==> config.mk <==
export PLATFORM = sky130hd
export DESIGN_NAME = plc_top
export DESIGN_NICKNAME = d
export VERILOG_FILES = /design/src/plc_pkg.sv /design/src/plc_div4.sv /design/src/plc_top.sv
export SDC_FILE = /design/constraint.sdc
export NUM_CORES = 1
export LEC_CHECK = 0
export BUFFER_PORTS_ARGS = -buffer_cell sky130_fd_sc_hd__buf_2
export CAP_MARGIN = 10
export CORE_AREA = 8 8 108 70
export DETAILED_ROUTE_END_ITERATION = 12
export DIE_AREA = 0 0 116 78
export GPL_TIMING_DRIVEN = 0
export PLACE_DENSITY = 0.92
export SLEW_MARGIN = 5
export SYNTH_ARGS = -nofsm -noshare
export SYNTH_HDL_FRONTEND = slang
export SYNTH_HIERARCHICAL = 1
export SYNTH_SLANG_ARGS = --single-unit
==> constraint.sdc <==
create_clock -name core_clk -period 2.2 [get_ports core_clk]
set_input_delay 0.22 -clock core_clk [delete_from_list [all_inputs] [get_ports core_clk]]
set_output_delay 0.22 -clock core_clk [all_outputs]
set_load 0.05 [all_outputs]
==> src/plc_pkg.sv <==
package plc_pkg;

  // ---------------------------------------------------------------
  // register map
  // ---------------------------------------------------------------
  localparam logic [9:0] ADDR_LOCK_CAL   = 10'h018;
  localparam logic [9:0] ADDR_SYNC_DELAY = 10'h019;
  localparam logic [9:0] ADDR_STAT_LD    = 10'h01a;

  localparam logic [7:0] RST_LOCK_CAL    = 8'h06;
  localparam logic [7:0] RST_SYNC_DELAY  = 8'h00;
  localparam logic [7:0] RST_STAT_LD     = 8'h00;

  // ---------------------------------------------------------------
  // field positions
  // ---------------------------------------------------------------
  localparam int CAL_NOW_BIT    = 0;
  localparam int SYNC_MODE_HI   = 7;
  localparam int SYNC_MODE_LO   = 6;
  localparam int REF_DLY_HI     = 5;
  localparam int REF_DLY_LO     = 3;
  localparam int FB_DLY_HI      = 2;
  localparam int FB_DLY_LO      = 0;
  localparam int STAT_DIV_EN    = 7;
  localparam int REF_MON_THR    = 6;
  localparam int LD_SEL_HI      = 5;
  localparam int LD_SEL_LO      = 0;

  // ---------------------------------------------------------------
  // encodings
  // ---------------------------------------------------------------
  localparam logic [1:0] SYNC_NONE_A = 2'h0;
  localparam logic [1:0] SYNC_ASYNC  = 2'h1;
  localparam logic [1:0] SYNC_SYNC   = 2'h2;

  localparam logic [5:0] LD_DLD      = 6'h00;
  localparam logic [5:0] LD_PCH_OD   = 6'h01;
  localparam logic [5:0] LD_NCH_OD   = 6'h02;
  localparam logic [5:0] LD_HIZ      = 6'h03;
  localparam logic [5:0] LD_CUR      = 6'h04;
  localparam logic [5:0] LD_M_GND    = 6'h20;
  localparam logic [5:0] LD_M_REF1   = 6'h21;
  localparam logic [5:0] LD_M_REF2   = 6'h22;
  localparam logic [5:0] LD_M_SEL    = 6'h23;
  localparam logic [5:0] LD_M_UNSEL  = 6'h24;
  localparam logic [5:0] LD_M_SEL_OK = 6'h25;
  localparam logic [5:0] LD_M_UNS_OK = 6'h26;

  localparam logic [1:0] DIV4_LAST   = 2'h3;

endpackage

==> src/plc_div4.sv <==
`timescale 1ns/1ps
// ---------------------------------------------------------------
// divide-by-4 of a divider output pulse train
// ---------------------------------------------------------------
module plc_div4
  import plc_pkg::*;
(
  // clock and reset
  input  wire logic core_clk,
  input  wire logic rst_b,
  // control and data
  input  wire logic enable,
  input  wire logic pulse_in,
  output logic      div_out
);

  logic [1:0] count;

  always_ff @(posedge core_clk or negedge rst_b) begin
    if (!rst_b) begin
      count <= 2'h0;
    end else if (!enable) begin
      count <= 2'h0;
    end else if (pulse_in) begin
      count <= count + 2'h1;
    end
  end

  // square wave at a quarter of the pulse rate, low while disabled
  always_ff @(posedge core_clk or negedge rst_b) begin
    if (!rst_b) begin
      div_out <= 1'b0;
    end else if (!enable) begin
      div_out <= 1'b0;
    end else if (pulse_in && count[0]) begin
      div_out <= ~div_out;
    end
  end

endmodule

==> src/plc_top.sv <==
`timescale 1ns/1ps
module plc_top
  import plc_pkg::*;
(
  // clock and reset
  input  wire logic       core_clk,
  input  wire logic       rst_b,
  // register access from the serial control port
  input  wire logic [9:0] reg_addr,
  input  wire logic       reg_wr,
  input  wire logic [7:0] reg_wdata,
  input  wire logic       reg_rd,
  output logic      [7:0] reg_rdata,
  input  wire logic       io_update,
  // pll status inputs
  input  wire logic       digital_lock_flag,
  input  wire logic       analog_lock_p,
  input  wire logic       analog_lock_n,
  input  wire logic       ref1_clk,
  input  wire logic       ref2_clk,
  input  wire logic       ref2_selected,
  input  wire logic       ref1_ok,
  input  wire logic       ref2_ok,
  input  wire logic       ref_div_pulse,
  input  wire logic       fb_div_pulse,
  // sync pin
  input  wire logic       sync_pin_b,
  // pll control outputs
  output logic            vco_cal_start,
  output logic      [6:0] lock_cal_cfg,
  output logic            ctr_async_rst,
  output logic            ctr_sync_rst,
  output logic      [2:0] ref_path_delay,
  output logic      [2:0] fb_path_delay,
  output logic            ref_monitor_thresh,
  // status pin
  output logic            status_ref_div4,
  output logic            status_fb_div4,
  // lock indicator pin
  output logic            lock_indicator_pin_out,
  output logic            lock_indicator_pin_oe_b,
  output logic            lock_indicator_cur_en
);

  // ---------------------------------------------------------------
  // buffer and active registers
  // ---------------------------------------------------------------
  logic [7:0] buf_lock_cal;
  logic [7:0] buf_sync_delay;
  logic [7:0] buf_stat_ld;
  logic [7:0] act_lock_cal;
  logic [7:0] act_sync_delay;
  logic [7:0] act_stat_ld;

  always_ff @(posedge core_clk or negedge rst_b) begin
    if (!rst_b) begin
      buf_lock_cal   <= RST_LOCK_CAL;
      buf_sync_delay <= RST_SYNC_DELAY;
      buf_stat_ld    <= RST_STAT_LD;
    end else if (reg_wr) begin
      case (reg_addr)
        ADDR_LOCK_CAL:   buf_lock_cal   <= reg_wdata;
        ADDR_SYNC_DELAY: buf_sync_delay <= reg_wdata;
        ADDR_STAT_LD:    buf_stat_ld    <= reg_wdata;
        default: begin
        end
      endcase
    end
  end

  // writes in the same cycle as the update land in the buffer only
  always_ff @(posedge core_clk or negedge rst_b) begin
    if (!rst_b) begin
      act_lock_cal   <= RST_LOCK_CAL;
      act_sync_delay <= RST_SYNC_DELAY;
      act_stat_ld    <= RST_STAT_LD;
    end else if (io_update) begin
      act_lock_cal   <= buf_lock_cal;
      act_sync_delay <= buf_sync_delay;
      act_stat_ld    <= buf_stat_ld;
    end
  end

  // readback shows the active set, unmapped reads zero
  always_ff @(posedge core_clk or negedge rst_b) begin
    if (!rst_b) begin
      reg_rdata <= 8'h00;
    end else if (reg_rd) begin
      case (reg_addr)
        ADDR_LOCK_CAL:   reg_rdata <= act_lock_cal;
        ADDR_SYNC_DELAY: reg_rdata <= act_sync_delay;
        ADDR_STAT_LD:    reg_rdata <= act_stat_ld;
        default:         reg_rdata <= 8'h00;
      endcase
    end
  end

  // ---------------------------------------------------------------
  // vco calibration trigger
  // ---------------------------------------------------------------
  logic cal_now_prev;

  always_ff @(posedge core_clk or negedge rst_b) begin
    if (!rst_b) begin
      cal_now_prev  <= 1'b0;
      vco_cal_start <= 1'b0;
    end else begin
      cal_now_prev  <= act_lock_cal[CAL_NOW_BIT];
      // a static one never retriggers; needs 0 then 1 committed
      vco_cal_start <= act_lock_cal[CAL_NOW_BIT] & ~cal_now_prev;
    end
  end

  // divider setting itself is kept moving by software during a run
  assign lock_cal_cfg = act_lock_cal[7:1];

  // ---------------------------------------------------------------
  // sync pin counter reset
  // ---------------------------------------------------------------
  logic sync_meta_b;
  logic sync_sync_b;

  always_ff @(posedge core_clk or negedge rst_b) begin
    if (!rst_b) begin
      sync_meta_b <= 1'b1;
      sync_sync_b <= 1'b1;
    end else begin
      sync_meta_b <= sync_pin_b;
      sync_sync_b <= sync_meta_b;
    end
  end

  logic [1:0] sync_mode;
  assign sync_mode = act_sync_delay[SYNC_MODE_HI:SYNC_MODE_LO];

  always_ff @(posedge core_clk or negedge rst_b) begin
    if (!rst_b) begin
      ctr_async_rst <= 1'b0;
      ctr_sync_rst  <= 1'b0;
    end else begin
      ctr_async_rst <= (sync_mode == SYNC_ASYNC) & ~sync_sync_b;
      ctr_sync_rst  <= (sync_mode == SYNC_SYNC) & ~sync_sync_b;
    end
  end

  // ---------------------------------------------------------------
  // path delays and monitor threshold
  // ---------------------------------------------------------------
  assign ref_path_delay     = act_sync_delay[REF_DLY_HI:REF_DLY_LO];
  assign fb_path_delay      = act_sync_delay[FB_DLY_HI:FB_DLY_LO];
  assign ref_monitor_thresh = act_stat_ld[REF_MON_THR];

  // ---------------------------------------------------------------
  // status pin dividers
  // ---------------------------------------------------------------
  logic stat_div_en;
  assign stat_div_en = act_stat_ld[STAT_DIV_EN];

  plc_div4 u_ref_div4 (
    .core_clk (core_clk),
    .rst_b    (rst_b),
    .enable   (stat_div_en),
    .pulse_in (ref_div_pulse),
    .div_out  (status_ref_div4)
  );

  plc_div4 u_fb_div4 (
    .core_clk (core_clk),
    .rst_b    (rst_b),
    .enable   (stat_div_en),
    .pulse_in (fb_div_pulse),
    .div_out  (status_fb_div4)
  );

  // ---------------------------------------------------------------
  // lock indicator pin select
  // ---------------------------------------------------------------
  logic [5:0] ld_sel;
  logic       next_ld_out;
  logic       next_ld_oe_b;
  logic       next_ld_cur;
  logic       sel_ref_clk;
  logic       unsel_ref_clk;
  logic [6:0] ld_in_meta;
  logic [6:0] ld_in_sync;
  logic       alock_p_s;
  logic       alock_n_s;
  logic       ref1_clk_s;
  logic       ref2_clk_s;
  logic       ref2_sel_s;
  logic       ref1_ok_s;
  logic       ref2_ok_s;

  // analog lock and reference levels come from other domains: two flops before use
  always_ff @(posedge core_clk or negedge rst_b) begin
    if (!rst_b) begin
      ld_in_meta <= 7'h00;
      ld_in_sync <= 7'h00;
    end else begin
      ld_in_meta <= {analog_lock_p, analog_lock_n, ref1_clk, ref2_clk, ref2_selected, ref1_ok, ref2_ok};
      ld_in_sync <= ld_in_meta;
    end
  end

  assign {alock_p_s, alock_n_s, ref1_clk_s, ref2_clk_s, ref2_sel_s, ref1_ok_s, ref2_ok_s} = ld_in_sync;
  assign ld_sel        = act_stat_ld[LD_SEL_HI:LD_SEL_LO];
  assign sel_ref_clk   = ref2_sel_s ? ref2_clk_s : ref1_clk_s;
  assign unsel_ref_clk = ref2_sel_s ? ref1_clk_s : ref2_clk_s;

  always_comb begin
    next_ld_out  = 1'b0;
    next_ld_oe_b = 1'b0;
    next_ld_cur  = 1'b0;
    case (ld_sel)
      LD_DLD: begin
        next_ld_out = digital_lock_flag;
      end
      LD_PCH_OD: begin
        next_ld_out  = 1'b1;
        next_ld_oe_b = ~alock_p_s;
      end
      LD_NCH_OD: begin
        next_ld_out  = 1'b0;
        next_ld_oe_b = ~alock_n_s;
      end
      LD_HIZ: begin
        next_ld_oe_b = 1'b1;
      end
      LD_CUR: begin
        next_ld_oe_b = 1'b1;
        next_ld_cur  = digital_lock_flag;
      end
      LD_M_REF1:   next_ld_out = ref1_clk_s;
      LD_M_REF2:   next_ld_out = ref2_clk_s;
      LD_M_SEL:    next_ld_out = sel_ref_clk;
      LD_M_UNSEL:  next_ld_out = unsel_ref_clk;
      LD_M_SEL_OK: next_ld_out = ref2_sel_s ? ref2_ok_s : ref1_ok_s;
      LD_M_UNS_OK: next_ld_out = ref2_sel_s ? ref1_ok_s : ref2_ok_s;
      default: begin
        next_ld_out = 1'b0;
      end
    endcase
  end

  always_ff @(posedge core_clk or negedge rst_b) begin
    if (!rst_b) begin
      lock_indicator_pin_out  <= 1'b0;
      lock_indicator_pin_oe_b <= 1'b0;
      lock_indicator_cur_en   <= 1'b0;
    end else begin
      lock_indicator_pin_out  <= next_ld_out;
      lock_indicator_pin_oe_b <= next_ld_oe_b;
      lock_indicator_cur_en   <= next_ld_cur;
    end
  end

endmodule

==> Word level (Yosys, flattened, before mapping) <==
Index checks and enable logic that the tools add are counted.
Widths: inputs -> output; s select.
{ "classes": {"div": 0, "reduce_logical": 7, "n_shift": 0, "n_bitwise": 9, "n_eq_ne": 19, "order_cmp": 0, "add_sub_neg": 2, "multipliers": 0, "muxes": 16} }
{ "ops": {"columns": ["cell", "n"], "rows": [
  ["$eq 6x6->1 const B", 6],
  ["$eq 10x5->1 const B", 3],
  ["$pmux 8 s3", 1],
  ["$eq 6x2->1 const B", 2],
  ["$mux 1", 9],
  ["$mux 2", 4],
  ["$pmux 1 s8", 1],
  ["$eq 6x1->1 const B", 1],
  ["$eq 6x3->1 const B", 1],
  ["$logic_not 6->1", 1],
  ["$not 1->1", 6],
  ["$reduce_and 2->1", 3],
  ["$add 2x1->2 const B", 2],
  ["$ne 2x1->1 const B", 2],
  ["$ne 2x2->1 const B", 2],
  ["$and 1x1->1", 3],
  ["$pmux 1 s3", 1],
  ["$eq 2x1->1 const B", 1],
  ["$eq 2x2->1 const B", 1],
  ["$logic_and 1x1->1", 2],
  ["$reduce_or 2->1", 1]
]} }
{ "totals": {"register_bits": 85, "in_bits": 34, "rom_bits": 0, "ramBits": 0, "n_memories": 0, "wordCells": 75, "latch_bits": 0, "out_inout_bits": 30} }

==> Longest topological paths before layout <==
Gate-level depths: netlist of run 1.
{ "logic_depth": {"depth_word": 3, "depth_mapped": 5, "mapped_depth_nobuf": 4} }

==> Cells and area by module <==
The synthesis of run 1 kept the hierarchy.
{ "by_module_without_submodules": {"columns": ["mod", "area_per_inst_um2", "cells_each", "instances", "seq_area_each_um2"], "rows": [
  ["plc_top", 3230.6, 224, 1, 1984.4],
  ["plc_div4", 88.8, 8, 2, 50.0]
]} }

==> Worst setup path before layout of run 1 <==
Ideal clock, no wire load.
{ "synth_path": {"path_type": "input-to-reg", "start": "in reg_addr[5]", "end": "reg buf_stat_ld[0]", "setup_ps": 125, "required_ps": 2075, "n_path_buf": 1, "path_stages": 5, "setup_slack_ps": 642, "t_arrival_ps": 1433, "cell_sequence": "nor4b_4 nand3_1 or3b_1 buf_6 mux2_4"} }
{ "synth_via": {"elab_chain_cells": 2} }
{ "synth_lines": {"columns": ["item", "line", "text"], "rows": [
  ["from (decl)", "plc_top.sv:9", "input wire logic [9:0] reg_addr,"],
  ["$eq 10x5->1", "plc_top.sv:61", "case (reg_addr)"],
  ["$reduce_and 2->1 (no line)", null, null],
  ["to (signal assigned)", "plc_top.sv:64", "ADDR_STAT_LD: buf_stat_ld <= reg_wdata;"],
  ["to (decl)", "plc_top.sv:50", "logic [7:0] buf_stat_ld;"]
]} }
No other way between the ends.
A chain may end at the register's enable or synchronous reset.

==> Worst setup path after layout of run 1 <==
{ "layout_path": {"start": "in reg_addr[0]", "end": "reg buf_sync_delay[1]"} }
{ "layout_via": {"elab_chain_cells": 2} }
{ "layout_lines": {"columns": ["item", "line", "text"], "rows": [
  ["$eq 10x5->1", "plc_top.sv:61", null],
  ["$reduce_and 2->1 (no line)", null, null],
  ["to (signal assigned)", "plc_top.sv:63", "ADDR_SYNC_DELAY: buf_sync_delay <= reg_wdata;"],
  ["to (decl)", "plc_top.sv:49", "logic [7:0] buf_sync_delay;"]
]} }
No other way between the ends.

==> results.json, run 1 <==
{
  "clk_pin_slew_worst_paths_ps": 70,
  "power_frac_comb_pct": 6.8,
  "fin_ws_ps": 581,
  "cts-root-buf": "clkbuf_8",
  "finalClockSkew_ps": 10.7,
  "synth_area_mm2": 0.00341,
  "overflow": 0,
  "min_period_ps": 1620,
  "htreeDepth": 3,
  "slew_headroom_pct": 47.8,
  "synth.area.top_cells": "dfrtp_1, mux2_2, dfstp_2, mux2_4, mux2i_1",
  "die_h_um": 78,
  "ys_seq_area_share_pct": 61.2,
  "crit_path_start_kind": "input port",
  "synth_cell_types": 34,
  "drc": 0,
  "clock_latency_ps": 350,
  "routed_wl_mm": 7.09,
  "p_int_mw": 2.28,
  "fin_crit_sh_pct": 73.6,
  "pre_cts_ws_ps": 188,
  "p_sw_share_pct": 21.8,
  "antenna_found_initial": 1,
  "wl_per_cell_um": 17.2,
  "vias_per_cell": 5.20,
  "drtPass1Iterations": 4,
  "synth_edf_count": 0,
  "rsz0062_at_grt": "false",
  "end_kind": "flop",
  "synth-async-reset-ratio_pct": 100,
  "port_buffers": 62,
  "grt_pass1_wl_mm": 11.4,
  "hpwl_mm": 4.95,
  "synth.top_cells.by_count": "dfrtp_1, mux2_2, nand2_1",
  "yosysMostFrequentCell": "dfrtp_1",
  "avgSynthCellArea_um2": 14.2,
  "ys_warn_count": 6,
  "track_usage_pct": 16.8,
  "cts_tree": "done",
  "drive_gt1_share_pct": 47.0,
  "die_area_mm2": 0.00905,
  "hold_class": "in2reg",
  "arrival_ps": 1850,
  "max_freq_mhz": 618,
  "postCtsResizedCells": 0,
  "diodes": 0,
  "p_seq_share_pct": 54.1,
  "switchingPower_uw": 636,
  "drv_cap": 0,
  "p_leak_nw": 2.18,
  "synth_top_cell_by_area": "dfrtp_1",
  "drv_slew": 0,
  "setup_viol": 0,
  "gp_congestion": 0.776,
  "grt_max_degree": 60,
  "die_width_um": 116,
  "cts_sinks": 83,
  "cts_hold_buf": 9,
  "area_growth_pct": 21.7,
  "coreArea_mm2": 0.00595,
  "pin_count": 64,
  "clk_path_buf_depth": 2,
  "syn_inst": 240,
  "final_core_util_pct": 69.8,
  "path_class": "in2reg",
  "status": "finished clean",
  "crit_required_ps": 2430,
  "fin_nets": 357,
  "postRouteAntennaNets": 0,
  "ys_ff_latch": 83,
  "setup_tns_ps": 0,
  "final-hold-violation-count": 0,
  "synth_top_area_share_pct": 56.5,
  "p_per_area_mw_per_mm2": 704,
  "postCtsSetupRepairBufs": 0,
  "synth_fp_nets": 274,
  "worst_pin_slew_ps": 783,
  "row_count": 22,
  "cp_max_fo": 9,
  "drt_iter0_markers": 100,
  "start_util_pct": 57.3,
  "num_vias": 2144,
  "first_global_vias": 2255,
  "max-vdd-ir-drop_uv": 429,
  "ys.flop_type": "dfrtp_1",
  "clock_power_share_pct": 39.1,
  "numCtsBuffers": 9
}
worst max-delay path, cell delays in order:
cell and delay [ps]:
buf_2 90, nor2b_1 130, clkbuf_1 400, nand4_1 540
mux2_2 460
cells in the final DEF, fill, tap and decap left out, types with 3 or more instances in the layout:
master         Yosys  layout
a31o_2             8       8
buf_2              1      62
buf_4             13      14
clkbuf_1           7      11
clkbuf_8           0       9
dfrtp_1           77      77
dfstp_2            6       6
dlygate4sd3_1      0       9
mux2_2            39      39
mux2_4             8       8
mux2i_1           11      11
nand2_1           14      14
nand2b_1           3       3
nor2_1             3       3
nor2b_1           13      13
o21ai_0            9       9
cell type report:
cell class | count | area (um^2)
timing repair buffer | 72 | 430
clock inverter | 3 | 65.1
buffer | 22 | 140
inverter | 1 | 3.75
clock buffer | 13 | 139
multi-input combinational | 134 | 1180
fill | 447 | 1800
tap | 84 | 105
sequential | 83 | 2080
metal layers:
layer  share of wire, %  routed length (um)  GRT usage [%]  vias to the layer above
met2                 47                3340           25.8                       70
met5               0.11                   8              0                        -
met1                 44                3100           21.1                     1066
li1                   -                   -              -                      992
met4                1.5                 104           6.05                        2
met3                7.6                 541           6.72                       14
state kept, by name (all words and copies together), names as in the netlist, 7 cells and up:
name,flops
buf_sync_delay,8
buf_stat_ld,8
reg_rdata,8
ld_in_sync,7
buf_lock_cal,8
act_sync_delay,8
act_stat_ld,8
ld_in_meta,7
act_lock_cal,8
power by group through the flow:
stage / Sequential, mW / Combinational, mW / Clock [mW]
5_1_grt: 1.58 / 0.217 / 1.23
2_1_floorplan: 1.61 / 0.0816 / 0
3_5_place_dp: 1.61 / 0.188 / 0
6_report: 1.58 / 0.199 / 1.14
4_1_cts: 1.58 / 0.202 / 1.17
3_3_place_gp: 1.61 / 0.176 / 0
stage by stage:
stage | cells | instance area (um^2) | hold WS (ps) | power [mW]
3_5_place_dp | 387 | 3850 | 142 | 1.80
2_1_floorplan | 240 | 3410 | -75.6 | 1.69
6_report | 412 | 4150 | 128 | 2.92
5_1_grt | 412 | 4150 | 114 | 3.03
4_1_cts | 412 | 4150 | 110 | 2.95
3_3_place_gp | 386 | 3820 | 325 | 1.78
path summary, 6_finish.rpt:
kind / slack (ps) / startpoint / end / cells past startpoint
setup reg to reg: 850 / act_stat_ld[0]$_DFFE_PN0P_ / lock_indicator_pin_out$_DFF_PN0_ / 4
hold reg to reg: 350 / ld_in_meta[0]$_DFF_PN0_ / ld_in_sync[0]$_DFF_PN0_ / 0
setup / recovery: 580 / reg_addr[0] / buf_sync_delay[1]$_DFFE_PN0P_ / 5
max in group asynchronous: 1250 / rst_b / buf_lock_cal[2]$_DFFE_PN1P_ / 3
hold / removal: 130 / reg_wdata[6] / buf_lock_cal[6]$_DFFE_PN0P_ / 2
min in group asynchronous: 310 / rst_b / act_lock_cal[4]$_DFFE_PN0P_ / 2
kinds of logic after synthesis:
logic type	share of synthesized area, %
AO/OA/AOI/OAI	4.70
XOR/XNOR	0.514
buffers and inverters	4.22
flip-flops	61.2
multiplexers	21.0
AND/OR/NAND/NOR	8.44
(Power assumes the default switching activity.)
==> inputs of run 2 (changes only) <==
--- a/config.mk
+++ b/config.mk
@@ -5,13 +5,14 @@
 export SDC_FILE = /design/constraint.sdc
 export NUM_CORES = 1
 export LEC_CHECK = 0
+export ABC_AREA = 1
 export BUFFER_PORTS_ARGS = -buffer_cell sky130_fd_sc_hd__buf_2
 export CAP_MARGIN = 10
-export CORE_AREA = 8 8 108 70
+export CORE_AREA = 8 8 113 74
 export DETAILED_ROUTE_END_ITERATION = 12
-export DIE_AREA = 0 0 116 78
+export DIE_AREA = 0 0 121 82
 export GPL_TIMING_DRIVEN = 0
-export PLACE_DENSITY = 0.92
+export PLACE_DENSITY = 0.86
 export SLEW_MARGIN = 5
 export SYNTH_ARGS = -nofsm -noshare
 export SYNTH_HDL_FRONTEND = slang
==> constraint.sdc (replaced) <==
create_clock -name core_clk -period 1.5 [get_ports core_clk]
set_input_delay 0.15 -clock core_clk [delete_from_list [all_inputs] [get_ports core_clk]]
set_output_delay 0.15 -clock core_clk [all_outputs]
set_load 0.05 [all_outputs]
==> results.json, run 2 <==
{
  "status": "finished clean",
  "cp_max_fo": 3,
  "diodes": 0,
  "final_cell_mix": "nand2_1, dfrtp_1, buf_2",
  "multiInputGateArea_mm2": 0.00115,
  "postCtsSetupRepairBufs": 0,
  "vias_per_cell": 5.16,
  "coreArea_mm2": 0.00682,
  "hold_class": "in2reg",
  "final-hold-violation-count": 0,
  "cts_sinks": 83,
  "crit_path_cell_trace": "buf_4, buf_2",
  "clk_path_buf_depth": 2,
  "worst_pin_slew_ps": 495,
  "die_h_um": 82,
  "wl_per_cell_um": 15.6,
  "max_stage_delay_ps": 560,
  "antenna_found_initial": 0,
  "postCtsResizedCells": 0,
  "max_freq_mhz": 708,
  "fin_ws_ps": 87.0,
  "synth_top_area_share_pct": 54.2,
  "ys_seq_area_share_pct": 58.6,
  "final_core_util_pct": 62.8,
  "gp_congestion": 0.859,
  "finalClockSkew_ps": 7.74,
  "start_util_pct": 52.2,
  "p_leak_nw": 2.23,
  "drc": 0,
  "synth-async-reset-ratio_pct": 100,
  "crit_path_start_kind": "flop",
  "drive_gt1_share_pct": 26.5,
  "cts_tree": "done",
  "ys_ff_latch": 83,
  "port_buffers": 61,
  "grt_max_degree": 69,
  "drt_iter0_markers": 210,
  "synth.top_cells.by_count": "nand2_1, dfrtp_1, inv_1",
  "rr_worst_depth": 7,
  "drv_slew": 0,
  "first_global_vias": 2941,
  "arrival_ps": 1260,
  "min_path_cells": 3,
  "fin_nets": 494,
  "cts-root-buf": "clkbuf_8",
  "path_buf_inv": 2,
  "drv_cap": 0,
  "row_count": 24,
  "rsz0062_at_grt": "false",
  "slew_headroom_pct": 66.9,
  "clk_pin_slew_worst_paths_ps": 80,
  "synth_edf_count": 0,
  "final_common_cell": "nand2_1",
  "ys_warn_count": 6,
  "worstHoldEndpoint": "buf_stat_ld[7]$_DFFE_PN0P_",
  "synth_cell_types": 26,
  "path_class": "reg2out",
  "grt_pass1_wl_mm": 14.2,
  "synth.area.top_cells": "dfrtp_1, nand2_1, nand4_1, dfstp_2, inv_1",
  "syn_inst": 378,
  "reg2reg_slack_ps": 210,
  "synth_area_mm2": 0.00356,
  "worstHoldStart": "reg_wdata[7]",
  "synth_top_cell_by_area": "dfrtp_1",
  "hpwl_mm": 6.56,
  "drtPass1Iterations": 5,
  "r2r-start": "act_stat_ld[4]$_DFFE_PN0P_",
  "pin_count": 64,
  "clock_latency_ps": 350,
  "htreeDepth": 3,
  "r2r_end": "lock_indicator_pin_out$_DFF_PN0_",
  "overflow": 0,
  "pre_cts_ws_ps": -112,
  "synth_fp_nets": 412,
  "min_period_ps": 1410,
  "die_area_mm2": 0.00992,
  "placed_cells": 531,
  "total_power_mw": 4.41,
  "track_usage_pct": 18.4,
  "yosysMostFrequentCell": "nand2_1",
  "stdcell_count": 556,
  "area_growth_pct": 20.5,
  "regArea_mm2": 0.00208,
  "routed_wl_mm": 8.65,
  "fin_crit_sh_pct": 94.2,
  "num_vias": 2869,
  "avgSynthCellArea_um2": 9.41,
  "p_per_area_mw_per_mm2": 1030,
  "setup_viol": 0,
  "crit_required_ps": 1350,
  "cpMaxStageDelayCell": "dfstp_2",
  "end_kind": "output port",
  "setup_tns_ps": 0,
  "fillers": 567,
  "ys.flop_type": "dfrtp_1",
  "die_width_um": 121,
  "crit_family": "flip-flops",
  "max-vdd-ir-drop_uv": 604,
  "postRouteAntennaNets": 0,
  "numCtsBuffers": 9
}
## run 2: cell type report
type                            count  share of cell area [%]
Buffer                             25                    3.74
Clock buffer                       12                    3.62
Clock inverter                      4                   0.789
Inverter                           42                    3.68
Multi-Input combinational cell    228                    26.9
Sequential cell                    83                    48.7
Tap cell                           91                    2.66
Timing Repair Buffer               71                    9.93
## run 2: logic make-up after synthesis
kind of cell	Yosys count	synth area share, %
AND/OR/NAND/NOR	181	24.4
flip-flops	83	58.6
buffers and inverters	67	8.94
AO/OA/AOI/OAI	41	6.16
multiplexers	6	1.90
## run 2: worst register-to-register path, stage by stage (launching register included)
cell	delay [ps]
dfrtp_1	410
inv_1	100
nand2_1	90
nor3_1	290
nand3_1	140
nand2_1	110
nor2_1	50
nand2_1	50
## run 2: stage by stage
stage | instance area, um^2 | hold slack (ps)
floorplan | 3560 | -146
global placement | 3980 | 258
detailed placement | 4010 | 32.3
CTS | 4280 | 23.3
global route | 4280 | 27.8
finish | 4280 | 39.6
## run 2: what timing repair did
action / in CTS / in global routing
endpoints found under the setup margin: 0 / 0
hold endpoints to repair: 85 / 0
hold buffers: 9 / 0
## run 2: worst max-delay path by stage
| stage | from | slack (ps) | cells past startpoint | end |
|---|---|---|---|---|
| 3_5_place_dp | reg_addr[5] | -110 | 9 | buf_sync_delay[3]$_DFFE_PN0P_ |
| 6_report | act_lock_cal[1]$_DFFE_PN1P_ | 90 | 2 | lock_cal_cfg[0] |
| 4_1_cts | act_lock_cal[1]$_DFFE_PN1P_ | 70 | 2 | lock_cal_cfg[0] |
| 5_1_grt | act_lock_cal[1]$_DFFE_PN1P_ | 50 | 2 | lock_cal_cfg[0] |
| 2_1_floorplan | reg_addr[8] | 310 | 8 | buf_sync_delay[0]$_DFFE_PN0P_ |
| 3_3_place_gp | rst_b | -280 | 1 | reg_rdata[7]$_DFFE_PN0P_ |
## run 2: power by group
part	leakage [nW]	switching, mW	internal, mW
sequential	0.962	0.0744	2.33
combinational	1.17	0.355	0.156
clock	0.0932	0.790	0.704
total	2.23	1.22	3.19
## run 2: metal layers
metal	up-vias	part of all wire [%]	GRT usage, %
li1	1388	-	-
met3	11	9.9	6.31
met1	1348	46	25.4
met4	0	1.0	4.21
met2	122	43	27.6
met5	-	0	0
